`src/ctip_pkg.sv`:
```
// Constants, register map and carrier types of the contact input and tally port.
// Assumes a 10 MHz system clock and a classic Wishbone register bus.
package ctip_pkg;

  localparam int CTIP_GRP_MAX       = 4;
  localparam int CTIP_GRP_SMALL     = 2;
  localparam int CTIP_IN_PER_GRP    = 8;
  localparam int CTIP_TALLY_PER_GRP = 24;
  localparam int CTIP_OUT_PER_GRP   = 8;
  localparam int CTIP_BANK_SIZE     = 4;
  localparam int CTIP_IN_W          = CTIP_GRP_MAX * CTIP_IN_PER_GRP;
  localparam int CTIP_TALLY_W       = CTIP_GRP_MAX * CTIP_TALLY_PER_GRP;
  localparam int CTIP_OUT_W         = CTIP_GRP_MAX * CTIP_OUT_PER_GRP;
  localparam int CTIP_BANK_W        = (CTIP_TALLY_W + CTIP_OUT_W) / CTIP_BANK_SIZE;
  localparam int CTIP_PIN_W         = CTIP_IN_W + CTIP_GRP_MAX + 1;
  localparam int CTIP_IDX_W         = 5;
  localparam int CTIP_FUNC_W        = 8;

  localparam logic [9:0] CTIP_ADR_CTRL       = 10'h000;
  localparam logic [9:0] CTIP_ADR_STATUS     = 10'h004;
  localparam logic [9:0] CTIP_ADR_INPUT      = 10'h008;
  localparam logic [9:0] CTIP_ADR_EDGE_CLOSE = 10'h00c;
  localparam logic [9:0] CTIP_ADR_EDGE_OPEN  = 10'h010;
  localparam logic [9:0] CTIP_ADR_TALLY0     = 10'h014;
  localparam logic [9:0] CTIP_ADR_TALLY1     = 10'h018;
  localparam logic [9:0] CTIP_ADR_TALLY2     = 10'h01c;
  localparam logic [9:0] CTIP_ADR_CONTACT    = 10'h020;
  localparam logic [9:0] CTIP_ADR_IRQ_STAT   = 10'h024;
  localparam logic [9:0] CTIP_ADR_IRQ_MASK   = 10'h028;
  localparam logic [9:0] CTIP_ADR_FUNC_BASE  = 10'h200;

  localparam int CTIP_CTRL_EN_BIT    = 0;
  localparam int CTIP_CTRL_LARGE_BIT = 1;

  localparam logic [31:0] CTIP_CTRL_RST = 32'h0000_0000;
  localparam logic [31:0] CTIP_EDGE_RST = 32'h0000_0000;
  localparam logic [31:0] CTIP_WORD_RST = 32'h0000_0000;
  localparam logic [CTIP_PIN_W-1:0] CTIP_PIN_RST = {1'b0, 4'h0, 32'hffff_ffff};

  typedef struct packed {
    logic                   valid;
    logic                   closing;
    logic [CTIP_IDX_W-1:0]  src;
    logic [CTIP_FUNC_W-1:0] func;
  } ctip_trig_t;

endpackage

```
`src/ctip_func_mem.sv`:
```
// Function assignment memory: one write port and two registered read ports.
// Assumes all ports share one clock; read data appear one edge after the address.
`timescale 1ns/1ps
`default_nettype none
module ctip_func_mem #(
  parameter int DEPTH = 32,
  parameter int WIDTH = 8,
  parameter int AW    = 5
) (
  input  wire logic             clk_i,
  input  wire logic             we_i,
  input  wire logic [AW-1:0]    waddr_i,
  input  wire logic [WIDTH-1:0] wdata_i,
  input  wire logic [AW-1:0]    raddr_a_i,
  output logic      [WIDTH-1:0] rdata_a_o,
  input  wire logic [AW-1:0]    raddr_b_i,
  output logic      [WIDTH-1:0] rdata_b_o
);

  logic [WIDTH-1:0] mem_q [DEPTH];

  always_ff @(posedge clk_i) begin
    if (we_i) begin
      mem_q[waddr_i] <= wdata_i;
    end
  end

  always_ff @(posedge clk_i) begin
    rdata_a_o <= mem_q[raddr_a_i];
    rdata_b_o <= mem_q[raddr_b_i];
  end

endmodule
`default_nettype wire

```
`src/ctip_port.sv`:
```
// Contact input and relay output port of a video switcher frame.
// Assumes contact pins, board-present pins and the field pulse are asynchronous.
`timescale 1ns/1ps
`default_nettype none
module ctip_port
  import ctip_pkg::*;
#(
  parameter int GROUPS_FITTED = CTIP_GRP_MAX
) (
  input  wire logic                    clk_i,
  input  wire logic                    rst_i,
  input  wire logic                    wb_cyc_i,
  input  wire logic                    wb_stb_i,
  input  wire logic                    wb_we_i,
  input  wire logic [31:0]             wb_adr_i,
  input  wire logic [3:0]              wb_sel_i,
  input  wire logic [31:0]             wb_dat_i,
  output logic      [31:0]             wb_dat_o,
  output logic                         wb_ack_o,
  input  wire logic [CTIP_IN_W-1:0]    contact_input_n_i,
  input  wire logic [CTIP_GRP_MAX-1:0] mix_effect_stage_present_i,
  input  wire logic                    field_sync_i,
  output logic      [CTIP_TALLY_W-1:0] tally_o,
  output logic      [CTIP_OUT_W-1:0]   contact_output_o,
  output logic      [CTIP_BANK_W-1:0]  bank_return_busy_o,
  output ctip_trig_t                   trigger_o,
  output logic                         irq_o
);

  // Merges a bus write into a word under the byte enables.
  function automatic logic [31:0] merge_sel(input logic [31:0] old_w,
                                            input logic [31:0] new_w,
                                            input logic [3:0]  sel);
    logic [31:0] res;
    res = old_w;
    for (int b = 0; b < 4; b++) begin
      if (sel[b]) begin
        res[b*8 +: 8] = new_w[b*8 +: 8];
      end
    end
    return res;
  endfunction

  // Finds the lowest set bit of a pending vector.
  function automatic logic [CTIP_IDX_W-1:0] lowest_idx(input logic [CTIP_IN_W-1:0] v);
    logic [CTIP_IDX_W-1:0] res;
    res = '0;
    for (int i = CTIP_IN_W - 1; i >= 0; i--) begin
      if (v[i]) begin
        res = CTIP_IDX_W'(i);
      end
    end
    return res;
  endfunction

  logic [CTIP_PIN_W-1:0]   pin_s1_q;
  logic [CTIP_PIN_W-1:0]   pin_s2_q;
  logic [CTIP_PIN_W-1:0]   pin_s3_q;
  logic [CTIP_PIN_W-1:0]   pin_f_q;
  logic                    field_prev_q;
  logic                    field_tick;
  logic [31:0]             ctrl_q;
  logic [CTIP_IN_W-1:0]    edge_close_q;
  logic [CTIP_IN_W-1:0]    edge_open_q;
  logic [CTIP_TALLY_W-1:0] tally_q;
  logic [CTIP_OUT_W-1:0]   contact_q;
  logic [CTIP_IN_W-1:0]    irq_stat_q;
  logic [CTIP_IN_W-1:0]    irq_mask_q;
  logic [CTIP_GRP_MAX-1:0] grp_en_d;
  logic [CTIP_GRP_MAX-1:0] grp_en_q;
  logic [CTIP_IN_W-1:0]    in_en;
  logic [CTIP_TALLY_W-1:0] tally_en;
  logic [CTIP_OUT_W-1:0]   out_en;
  logic [CTIP_IN_W-1:0]    in_act;
  logic [CTIP_IN_W-1:0]    samp_q;
  logic [CTIP_IN_W-1:0]    new_close;
  logic [CTIP_IN_W-1:0]    new_open;
  logic [CTIP_IN_W-1:0]    new_trig;
  logic [CTIP_IN_W-1:0]    pend_q;
  logic [CTIP_IN_W-1:0]    pend_close_q;
  logic [CTIP_IDX_W-1:0]   pick_idx;
  logic [CTIP_IN_W-1:0]    pick_mask;
  logic                    sc_vld_q;
  logic                    sc_close_q;
  logic [CTIP_IDX_W-1:0]   sc_idx_q;
  logic [CTIP_FUNC_W-1:0]  func_bus;
  logic [CTIP_FUNC_W-1:0]  func_scan;
  logic                    req;
  logic                    pend_bus_q;
  logic                    bus_wr;
  logic                    bus_rd;
  logic                    adr_ok;
  logic                    adr_func;
  logic [9:0]              adr;
  logic [31:0]             rd_mux;
  logic [CTIP_TALLY_W-1:0] tally_d;
  logic [CTIP_OUT_W-1:0]   contact_d;

  assign adr      = wb_adr_i[9:0];
  assign adr_ok   = (wb_adr_i[31:10] == 22'h00_0000);
  assign adr_func = adr_ok && (adr[9:7] == CTIP_ADR_FUNC_BASE[9:7]);
  assign req      = wb_cyc_i && wb_stb_i && !wb_ack_o && !pend_bus_q;
  assign bus_wr   = pend_bus_q && wb_we_i;
  assign bus_rd   = pend_bus_q && !wb_we_i;

  // Pins pass three flops; a level is taken once the second and third agree.
  always_ff @(posedge clk_i) begin
    if (rst_i) begin
      pin_s1_q <= CTIP_PIN_RST;
      pin_s2_q <= CTIP_PIN_RST;
      pin_s3_q <= CTIP_PIN_RST;
      pin_f_q  <= CTIP_PIN_RST;
    end else begin
      pin_s1_q <= {field_sync_i, mix_effect_stage_present_i, contact_input_n_i};
      pin_s2_q <= pin_s1_q;
      pin_s3_q <= pin_s2_q;
      pin_f_q  <= (pin_s2_q & pin_s3_q) | (pin_f_q & (pin_s2_q ^ pin_s3_q));
    end
  end

  always_ff @(posedge clk_i) begin
    if (rst_i) begin
      field_prev_q <= 1'b0;
    end else begin
      field_prev_q <= pin_f_q[CTIP_PIN_W-1];
    end
  end

  assign field_tick = pin_f_q[CTIP_PIN_W-1] && !field_prev_q;

  // Groups come alive only with their stage board and within the frame size.
  always_comb begin
    for (int g = 0; g < CTIP_GRP_MAX; g++) begin
      grp_en_d[g] = ctrl_q[CTIP_CTRL_EN_BIT]
                    && pin_f_q[CTIP_IN_W + g]
                    && (g < GROUPS_FITTED)
                    && ((g < CTIP_GRP_SMALL) || ctrl_q[CTIP_CTRL_LARGE_BIT]);
    end
  end

  always_ff @(posedge clk_i) begin
    if (rst_i) begin
      grp_en_q <= '0;
    end else begin
      grp_en_q <= grp_en_d;
    end
  end

  // Channel k of every kind belongs to group k divided by the group size.
  always_comb begin
    for (int i = 0; i < CTIP_IN_W; i++) begin
      in_en[i] = grp_en_q[i / CTIP_IN_PER_GRP];
    end
    for (int i = 0; i < CTIP_TALLY_W; i++) begin
      tally_en[i] = grp_en_q[i / CTIP_TALLY_PER_GRP];
    end
    for (int i = 0; i < CTIP_OUT_W; i++) begin
      out_en[i] = grp_en_q[i / CTIP_OUT_PER_GRP];
    end
  end

  // A low pin means the contact is closed to its grounded return.
  assign in_act    = ~pin_f_q[CTIP_IN_W-1:0] & in_en;
  assign new_close = field_tick ? (in_act & ~samp_q & edge_close_q) : '0;
  assign new_open  = field_tick ? (~in_act & samp_q & edge_open_q & in_en) : '0;
  assign new_trig  = new_close | new_open;

  // Inputs are looked at once per field, so a closure must span a field edge.
  always_ff @(posedge clk_i) begin
    if (rst_i) begin
      samp_q <= '0;
    end else if (field_tick) begin
      samp_q <= in_act;
    end
  end

  // Triggers queue here and leave one per cycle, lowest channel first.
  assign pick_idx  = lowest_idx(pend_q);
  assign pick_mask = (|pend_q) ? (CTIP_IN_W'(1) << pick_idx) : '0;

  always_ff @(posedge clk_i) begin
    if (rst_i) begin
      pend_q       <= '0;
      pend_close_q <= '0;
    end else begin
      pend_q       <= (pend_q & ~pick_mask) | new_trig;
      pend_close_q <= (pend_close_q & ~new_trig) | new_close;
    end
  end

  always_ff @(posedge clk_i) begin
    if (rst_i) begin
      sc_vld_q   <= 1'b0;
      sc_close_q <= 1'b0;
      sc_idx_q   <= '0;
    end else begin
      sc_vld_q   <= |pend_q;
      sc_close_q <= pend_close_q[pick_idx];
      sc_idx_q   <= pick_idx;
    end
  end

  always_ff @(posedge clk_i) begin
    if (rst_i) begin
      trigger_o <= '0;
    end else begin
      trigger_o.valid   <= sc_vld_q;
      trigger_o.closing <= sc_close_q;
      trigger_o.src     <= sc_idx_q;
      trigger_o.func    <= func_scan;
    end
  end

  ctip_func_mem #(
    .DEPTH (CTIP_IN_W),
    .WIDTH (CTIP_FUNC_W),
    .AW    (CTIP_IDX_W)
  ) u_func_mem (
    .clk_i     (clk_i),
    .we_i      (bus_wr && adr_func && wb_sel_i[0]),
    .waddr_i   (adr[CTIP_IDX_W+1:2]),
    .wdata_i   (wb_dat_i[CTIP_FUNC_W-1:0]),
    .raddr_a_i (adr[CTIP_IDX_W+1:2]),
    .rdata_a_o (func_bus),
    .raddr_b_i (pick_idx),
    .rdata_b_o (func_scan)
  );

  // Control and configuration words written by software.
  always_ff @(posedge clk_i) begin
    if (rst_i) begin
      ctrl_q       <= CTIP_CTRL_RST;
      edge_close_q <= CTIP_EDGE_RST;
      edge_open_q  <= CTIP_EDGE_RST;
      irq_mask_q   <= CTIP_WORD_RST;
    end else if (bus_wr && adr_ok) begin
      case (adr)
        CTIP_ADR_CTRL: begin
          ctrl_q <= merge_sel(ctrl_q, wb_dat_i, wb_sel_i) & 32'h0000_0003;
        end
        CTIP_ADR_EDGE_CLOSE: begin
          edge_close_q <= merge_sel(edge_close_q, wb_dat_i, wb_sel_i);
        end
        CTIP_ADR_EDGE_OPEN: begin
          edge_open_q <= merge_sel(edge_open_q, wb_dat_i, wb_sel_i);
        end
        CTIP_ADR_IRQ_MASK: begin
          irq_mask_q <= merge_sel(irq_mask_q, wb_dat_i, wb_sel_i);
        end
        default: begin
        end
      endcase
    end
  end

  // Relay states requested by software, one bit per relay line.
  always_ff @(posedge clk_i) begin
    if (rst_i) begin
      tally_q   <= '0;
      contact_q <= '0;
    end else if (bus_wr && adr_ok) begin
      case (adr)
        CTIP_ADR_TALLY0: begin
          tally_q[31:0] <= merge_sel(tally_q[31:0], wb_dat_i, wb_sel_i);
        end
        CTIP_ADR_TALLY1: begin
          tally_q[63:32] <= merge_sel(tally_q[63:32], wb_dat_i, wb_sel_i);
        end
        CTIP_ADR_TALLY2: begin
          tally_q[95:64] <= merge_sel(tally_q[95:64], wb_dat_i, wb_sel_i);
        end
        CTIP_ADR_CONTACT: begin
          contact_q <= merge_sel(contact_q, wb_dat_i, wb_sel_i);
        end
        default: begin
        end
      endcase
    end
  end

  // Relays of an absent group stay open.
  assign tally_d   = tally_q & tally_en;
  assign contact_d = contact_q & out_en;

  always_ff @(posedge clk_i) begin
    if (rst_i) begin
      tally_o            <= '0;
      contact_output_o   <= '0;
      bank_return_busy_o <= '0;
    end else begin
      tally_o          <= tally_d;
      contact_output_o <= contact_d;
      for (int k = 0; k < CTIP_TALLY_W / CTIP_BANK_SIZE; k++) begin
        bank_return_busy_o[k] <= |tally_d[k*CTIP_BANK_SIZE +: CTIP_BANK_SIZE];
      end
      for (int k = 0; k < CTIP_OUT_W / CTIP_BANK_SIZE; k++) begin
        bank_return_busy_o[CTIP_TALLY_W / CTIP_BANK_SIZE + k] <=
          |contact_d[k*CTIP_BANK_SIZE +: CTIP_BANK_SIZE];
      end
    end
  end

  // Trigger events are sticky; a read clears them, but a new event wins.
  always_ff @(posedge clk_i) begin
    if (rst_i) begin
      irq_stat_q <= '0;
    end else if (bus_rd && adr_ok && (adr == CTIP_ADR_IRQ_STAT)) begin
      irq_stat_q <= new_trig;
    end else begin
      irq_stat_q <= irq_stat_q | new_trig;
    end
  end

  always_ff @(posedge clk_i) begin
    if (rst_i) begin
      irq_o <= 1'b0;
    end else begin
      irq_o <= |(irq_stat_q & irq_mask_q);
    end
  end

  // Read data selection; unmapped words read as zero.
  always_comb begin
    rd_mux = 32'h0000_0000;
    if (adr_func) begin
      rd_mux = {24'h00_0000, func_bus};
    end else if (adr_ok) begin
      case (adr)
        CTIP_ADR_CTRL:       rd_mux = ctrl_q;
        CTIP_ADR_STATUS:     rd_mux = {24'h00_0000, grp_en_q, pin_f_q[CTIP_IN_W +: CTIP_GRP_MAX]};
        CTIP_ADR_INPUT:      rd_mux = samp_q;
        CTIP_ADR_EDGE_CLOSE: rd_mux = edge_close_q;
        CTIP_ADR_EDGE_OPEN:  rd_mux = edge_open_q;
        CTIP_ADR_TALLY0:     rd_mux = tally_q[31:0];
        CTIP_ADR_TALLY1:     rd_mux = tally_q[63:32];
        CTIP_ADR_TALLY2:     rd_mux = tally_q[95:64];
        CTIP_ADR_CONTACT:    rd_mux = contact_q;
        CTIP_ADR_IRQ_STAT:   rd_mux = irq_stat_q;
        CTIP_ADR_IRQ_MASK:   rd_mux = irq_mask_q;
        default:             rd_mux = 32'h0000_0000;
      endcase
    end
  end

  // Every access is answered two edges after it is first seen.
  always_ff @(posedge clk_i) begin
    if (rst_i) begin
      pend_bus_q <= 1'b0;
      wb_ack_o   <= 1'b0;
      wb_dat_o   <= 32'h0000_0000;
    end else begin
      pend_bus_q <= req;
      wb_ack_o   <= pend_bus_q;
      if (bus_rd) begin
        wb_dat_o <= rd_mux;
      end
    end
  end

endmodule
`default_nettype wire

```
`config.mk`:
```
export PLATFORM = sky130hd
export DESIGN_NAME = ctip_port
export DESIGN_NICKNAME = d
export VERILOG_FILES = /design/src/ctip_pkg.sv /design/src/ctip_func_mem.sv /design/src/ctip_port.sv
export SDC_FILE = /design/constraint.sdc
export NUM_CORES = 2
export LEC_CHECK = 0
export BUFFER_PORTS_ARGS = -buffer_cell sky130_fd_sc_hd__buf_4
export CORE_ASPECT_RATIO = 0.75
export CORE_MARGIN = 5
export CORE_UTILIZATION = 35
export DETAILED_ROUTE_END_ITERATION = 12
export PLACE_DENSITY = 0.56
export SETUP_SLACK_MARGIN = 0.15
export SLEW_MARGIN = 20
export SYNTH_ARGS = -nofsm -noshare
export SYNTH_HDL_FRONTEND = slang
export SYNTH_SLANG_ARGS = --single-unit
```
`constraint.sdc`:
```
create_clock -name clk_i -period 4.55 [get_ports clk_i]
set_input_delay 0.2275 -clock clk_i [delete_from_list [all_inputs] [get_ports clk_i]]
set_output_delay 0.2275 -clock clk_i [all_outputs]
set_load 0.03 [all_outputs]
```
==> run metrics <==
Starting Density 35.34%; die width 397.9 um; Layout fillers 10,690; Num CTS Buffers 101; H-tree levels 3; Total GRT Usage 23.25%; area of the multi-input gates 15,930 um^2; core area 111,800 um^2; Ports 319; Syn. warnings 0; final wirelength 144,900 um; CP required 5.18 ns; most used cell, CP a211oi_1; Avg Inst Size Synth 10.28 um^2; port bufs 318; crit path DAT 4.20 ns; slew margin rel. 19.47%; post-CTS setup repair buffer count 0; cells after synthesis 3,844; final setup vio count 0; clk slew on worst S/H paths 0.07 ns; most used flip-flop cell after synthesis dfxtp_1; TritonCTS clock tree done; total power 0.01850 W; MaxCap Viol Count 0; critical path class flop to flop; Leakage Power 17.42 nW; Peak VDD IR 286.0 uV; clock skew 0.07140 ns; PwrDens 387.7 nW/um^2; Bufs and invs on worst path 1; R2R Path Start pend_q[6]; vias per inst 5.651; # resized after CTS 0; detailed-placement wirelength estimate 100,500 um; CP max stage delay 0.64 ns; synthesized flop and latch total 996; Cells on Worst Hold Path 4; Final Max Tran Viols 0; area delta synth->final 20.75%; clk_lat worst skew 0.74 ns; total negative setup slack 0 ns; Netlist Area Pre-Place 39,510 um^2; Max FO, Critical Path 33; first-pass GRT wire length 209,200 um; Worst-Margin Slew 1.208 ns; DRC Markers 0; CTS Hold Bufs 73; initial antenna violation count 7; final hold violation count 0; die height 301.0 um; Sink Count 996; Vias 32,650; Post-Syn Nets 3,991; Longest Clk Path Bufs 3; layout cells sized above 1 18.93%; TritonRoute pass-1 iters 8; final antenna-violating net count 0; nature of the critical path startpoint flop; flop2flop setup slack 0.98 ns; R2R cell count 10; row count 106; FFs w/ async S/R, synth 0%; Detailed Route Iter0 Violations 4,588; Seq/Total Area, Yosys 56.96%; Netlist cell types 71; root buffer cell clkbuf_16; status finished, final reports clean; CP max-delay cell a211oi_1; Final Cycle Share 78.47%; gpl congestion 0.9236; Avg WL per Cell 25.08 um; gr ovfl total 0; Worst R2R End u_func_mem.rdata_b_o[0]; WHS Endpoint tally_q[83]; CP Capture Type flop; EDFF count, synth 256; RSZ-0062 raised after global routing no; Fmax 280.1 MHz; largest net degree at the start of global routing 230; register area 22,500 um^2; CP cell instances nor4_1 -> nand4_1 -> a31oi_1 -> nor2_1 -> nand2_2 -> buf_4 -> a311oi_1 -> a211oi_1 -> a211oi_1 -> a31o_1; Hold Crit Class input pin to flop; CP top delay family simple AND/OR/NAND/NOR gates; # nets final 4,325; Hold Crit Start wb_sel_i[2]; minimum clock period after layout 3.570 ns; die area 119,800 um^2; vias in the first global route 29,660; crit path from pend_q[6]
==> synthesized netlist by cell type (33+ instances only) <==
cell / instances / area, um^2
mux2i_1: 63 / 630.6
clkbuf_1: 187 / 701.9
mux4_2: 83 / 1869
or2_2: 98 / 613.1
ha_1: 37 / 462.9
a22oi_1: 83 / 623.1
a211o_1: 36 / 315.3
nand3_1: 158 / 790.8
nor2_1: 269 / 1010
and2_1: 144 / 900.9
dfxtp_1: 740 / 14810
nand2_1: 539 / 2023
and3_1: 39 / 244.0
inv_1: 41 / 153.9
nor2b_1: 43 / 269.0
edfxtp_1: 256 / 7687
buf_2: 33 / 165.2
a21oi_1: 356 / 1782
o21ai_0: 213 / 1066
a31oi_1: 51 / 319.1
nor4_1: 43 / 269.0
==> layout make-up <==
type                            count  share of cell area [%]
Tap cell                         1512                   3.966
Inverter                           41                  0.3226
Antenna cell                        4                 0.02098
Multi-Input combinational cell   2563                   33.39
Clock buffer                      133                   5.831
Sequential cell                   996                   47.17
Clock inverter                     54                   1.348
Timing Repair Buffer              475                   7.952
==> logic make-up (layout without fill, tap and decap cells) <==
logic type                 Yosys count  in the layout  share of synthesized area [%]
and+or+nand+nor                   1423           1423                          17.17
muxes                              167            167                          6.926
buffers and inverters              285            703                          2.980
other                                0              4                              0
adders and majority gates           37             37                          1.172
AOI/OAI and AO/OA                  936            936                          14.80
DFF                                996            996                          56.96
==> flip-flops by register name (all words and copies together), names as in the netlist, 37 cells and up <==
register / flops
pin_f_q: 37
pin_s3_q: 37
tally_o: 96
tally_q: 96
u_func_mem.mem_q: 256
pin_s2_q: 37
pin_s1_q: 37
==> power breakdown <==
| part | internal (W) | switching (W) |
|---|---|---|
| Combinational | 0.000279 | 0.000395 |
| Clock | 0.00482 | 0.00376 |
| Sequential | 0.00916 | 0.0000842 |
==> routing by layer <==
layer,vias up,track usage [%],share of wire [%]
li1,14580,-,-
met4,6,5.580,2.2
met2,1907,30.76,39
met5,-,0,0.028
met3,199,6.997,13
met1,15950,36.32,46
==> worst reg2reg max path, delay by kind of cell, from the launching register on <==
family,cells,cell delay [ns]
DFF,1,0.37
and+or+nand+nor,4,1.51
AOI/OAI and AO/OA,5,1.25
buffers and inverters,1,0.34
==> how the worst max path moves through the flow <==
| stage | slack [ns] | to | cells past startpoint |
|---|---|---|---|
| 3_5_place_dp | 1.12 | u_func_mem.rdata_b_o[0] | 10 |
| 3_3_place_gp | 1.12 | u_func_mem.rdata_b_o[0] | 10 |
| 6_report | 0.98 | u_func_mem.rdata_b_o[0] | 10 |
| 2_1_floorplan | 1.97 | u_func_mem.rdata_a_o[0] | 6 |
| 5_1_grt | 0.79 | u_func_mem.rdata_b_o[0] | 10 |
| 4_1_cts | 1.12 | u_func_mem.rdata_b_o[0] | 10 |
==> stage by stage <==
step	std cells	hold WS [ns]	worst slack (ns)	instance area, um^2	util [%]
after floorplan	3844	0.3116	1.973	39510	-
after global placement	5514	0.3935	1.124	43530	38.94
after detailed placement	5514	0.3952	1.124	43530	38.94
after CTS	5774	0.002063	1.125	47690	42.65
after global routing	5776	0.02950	0.7918	47700	42.66
final	5778	0.06017	0.9795	47700	42.67
==> cell usage in the layout, fill, tap and decap left out, types with 16 or more instances in the layout <==
cell type	netlist	layout
or2_2	98	98
and3_1	39	39
a21oi_1	356	356
nor4_1	43	43
mux2_2	20	20
a222oi_1	30	30
a211o_1	36	36
edfxtp_1	256	256
mux2i_1	63	63
nor3b_1	32	32
o21ai_0	213	213
dfxtp_1	740	740
a221oi_1	30	30
and2_1	144	143
a31oi_1	51	50
a311oi_1	16	16
clkbuf_16	0	101
buf_4	7	398
a22oi_1	83	83
clkbuf_1	187	18
a22o_1	30	30
inv_1	41	42
nor2b_1	43	39
mux4_2	83	83
ha_1	37	37
nand2_1	539	538
a211oi_1	20	20
dlygate4sd3_1	0	73
nor2_1	269	260
clkinv_2	0	23
nand3_1	158	158
Power figures use the tool's default switching activity.
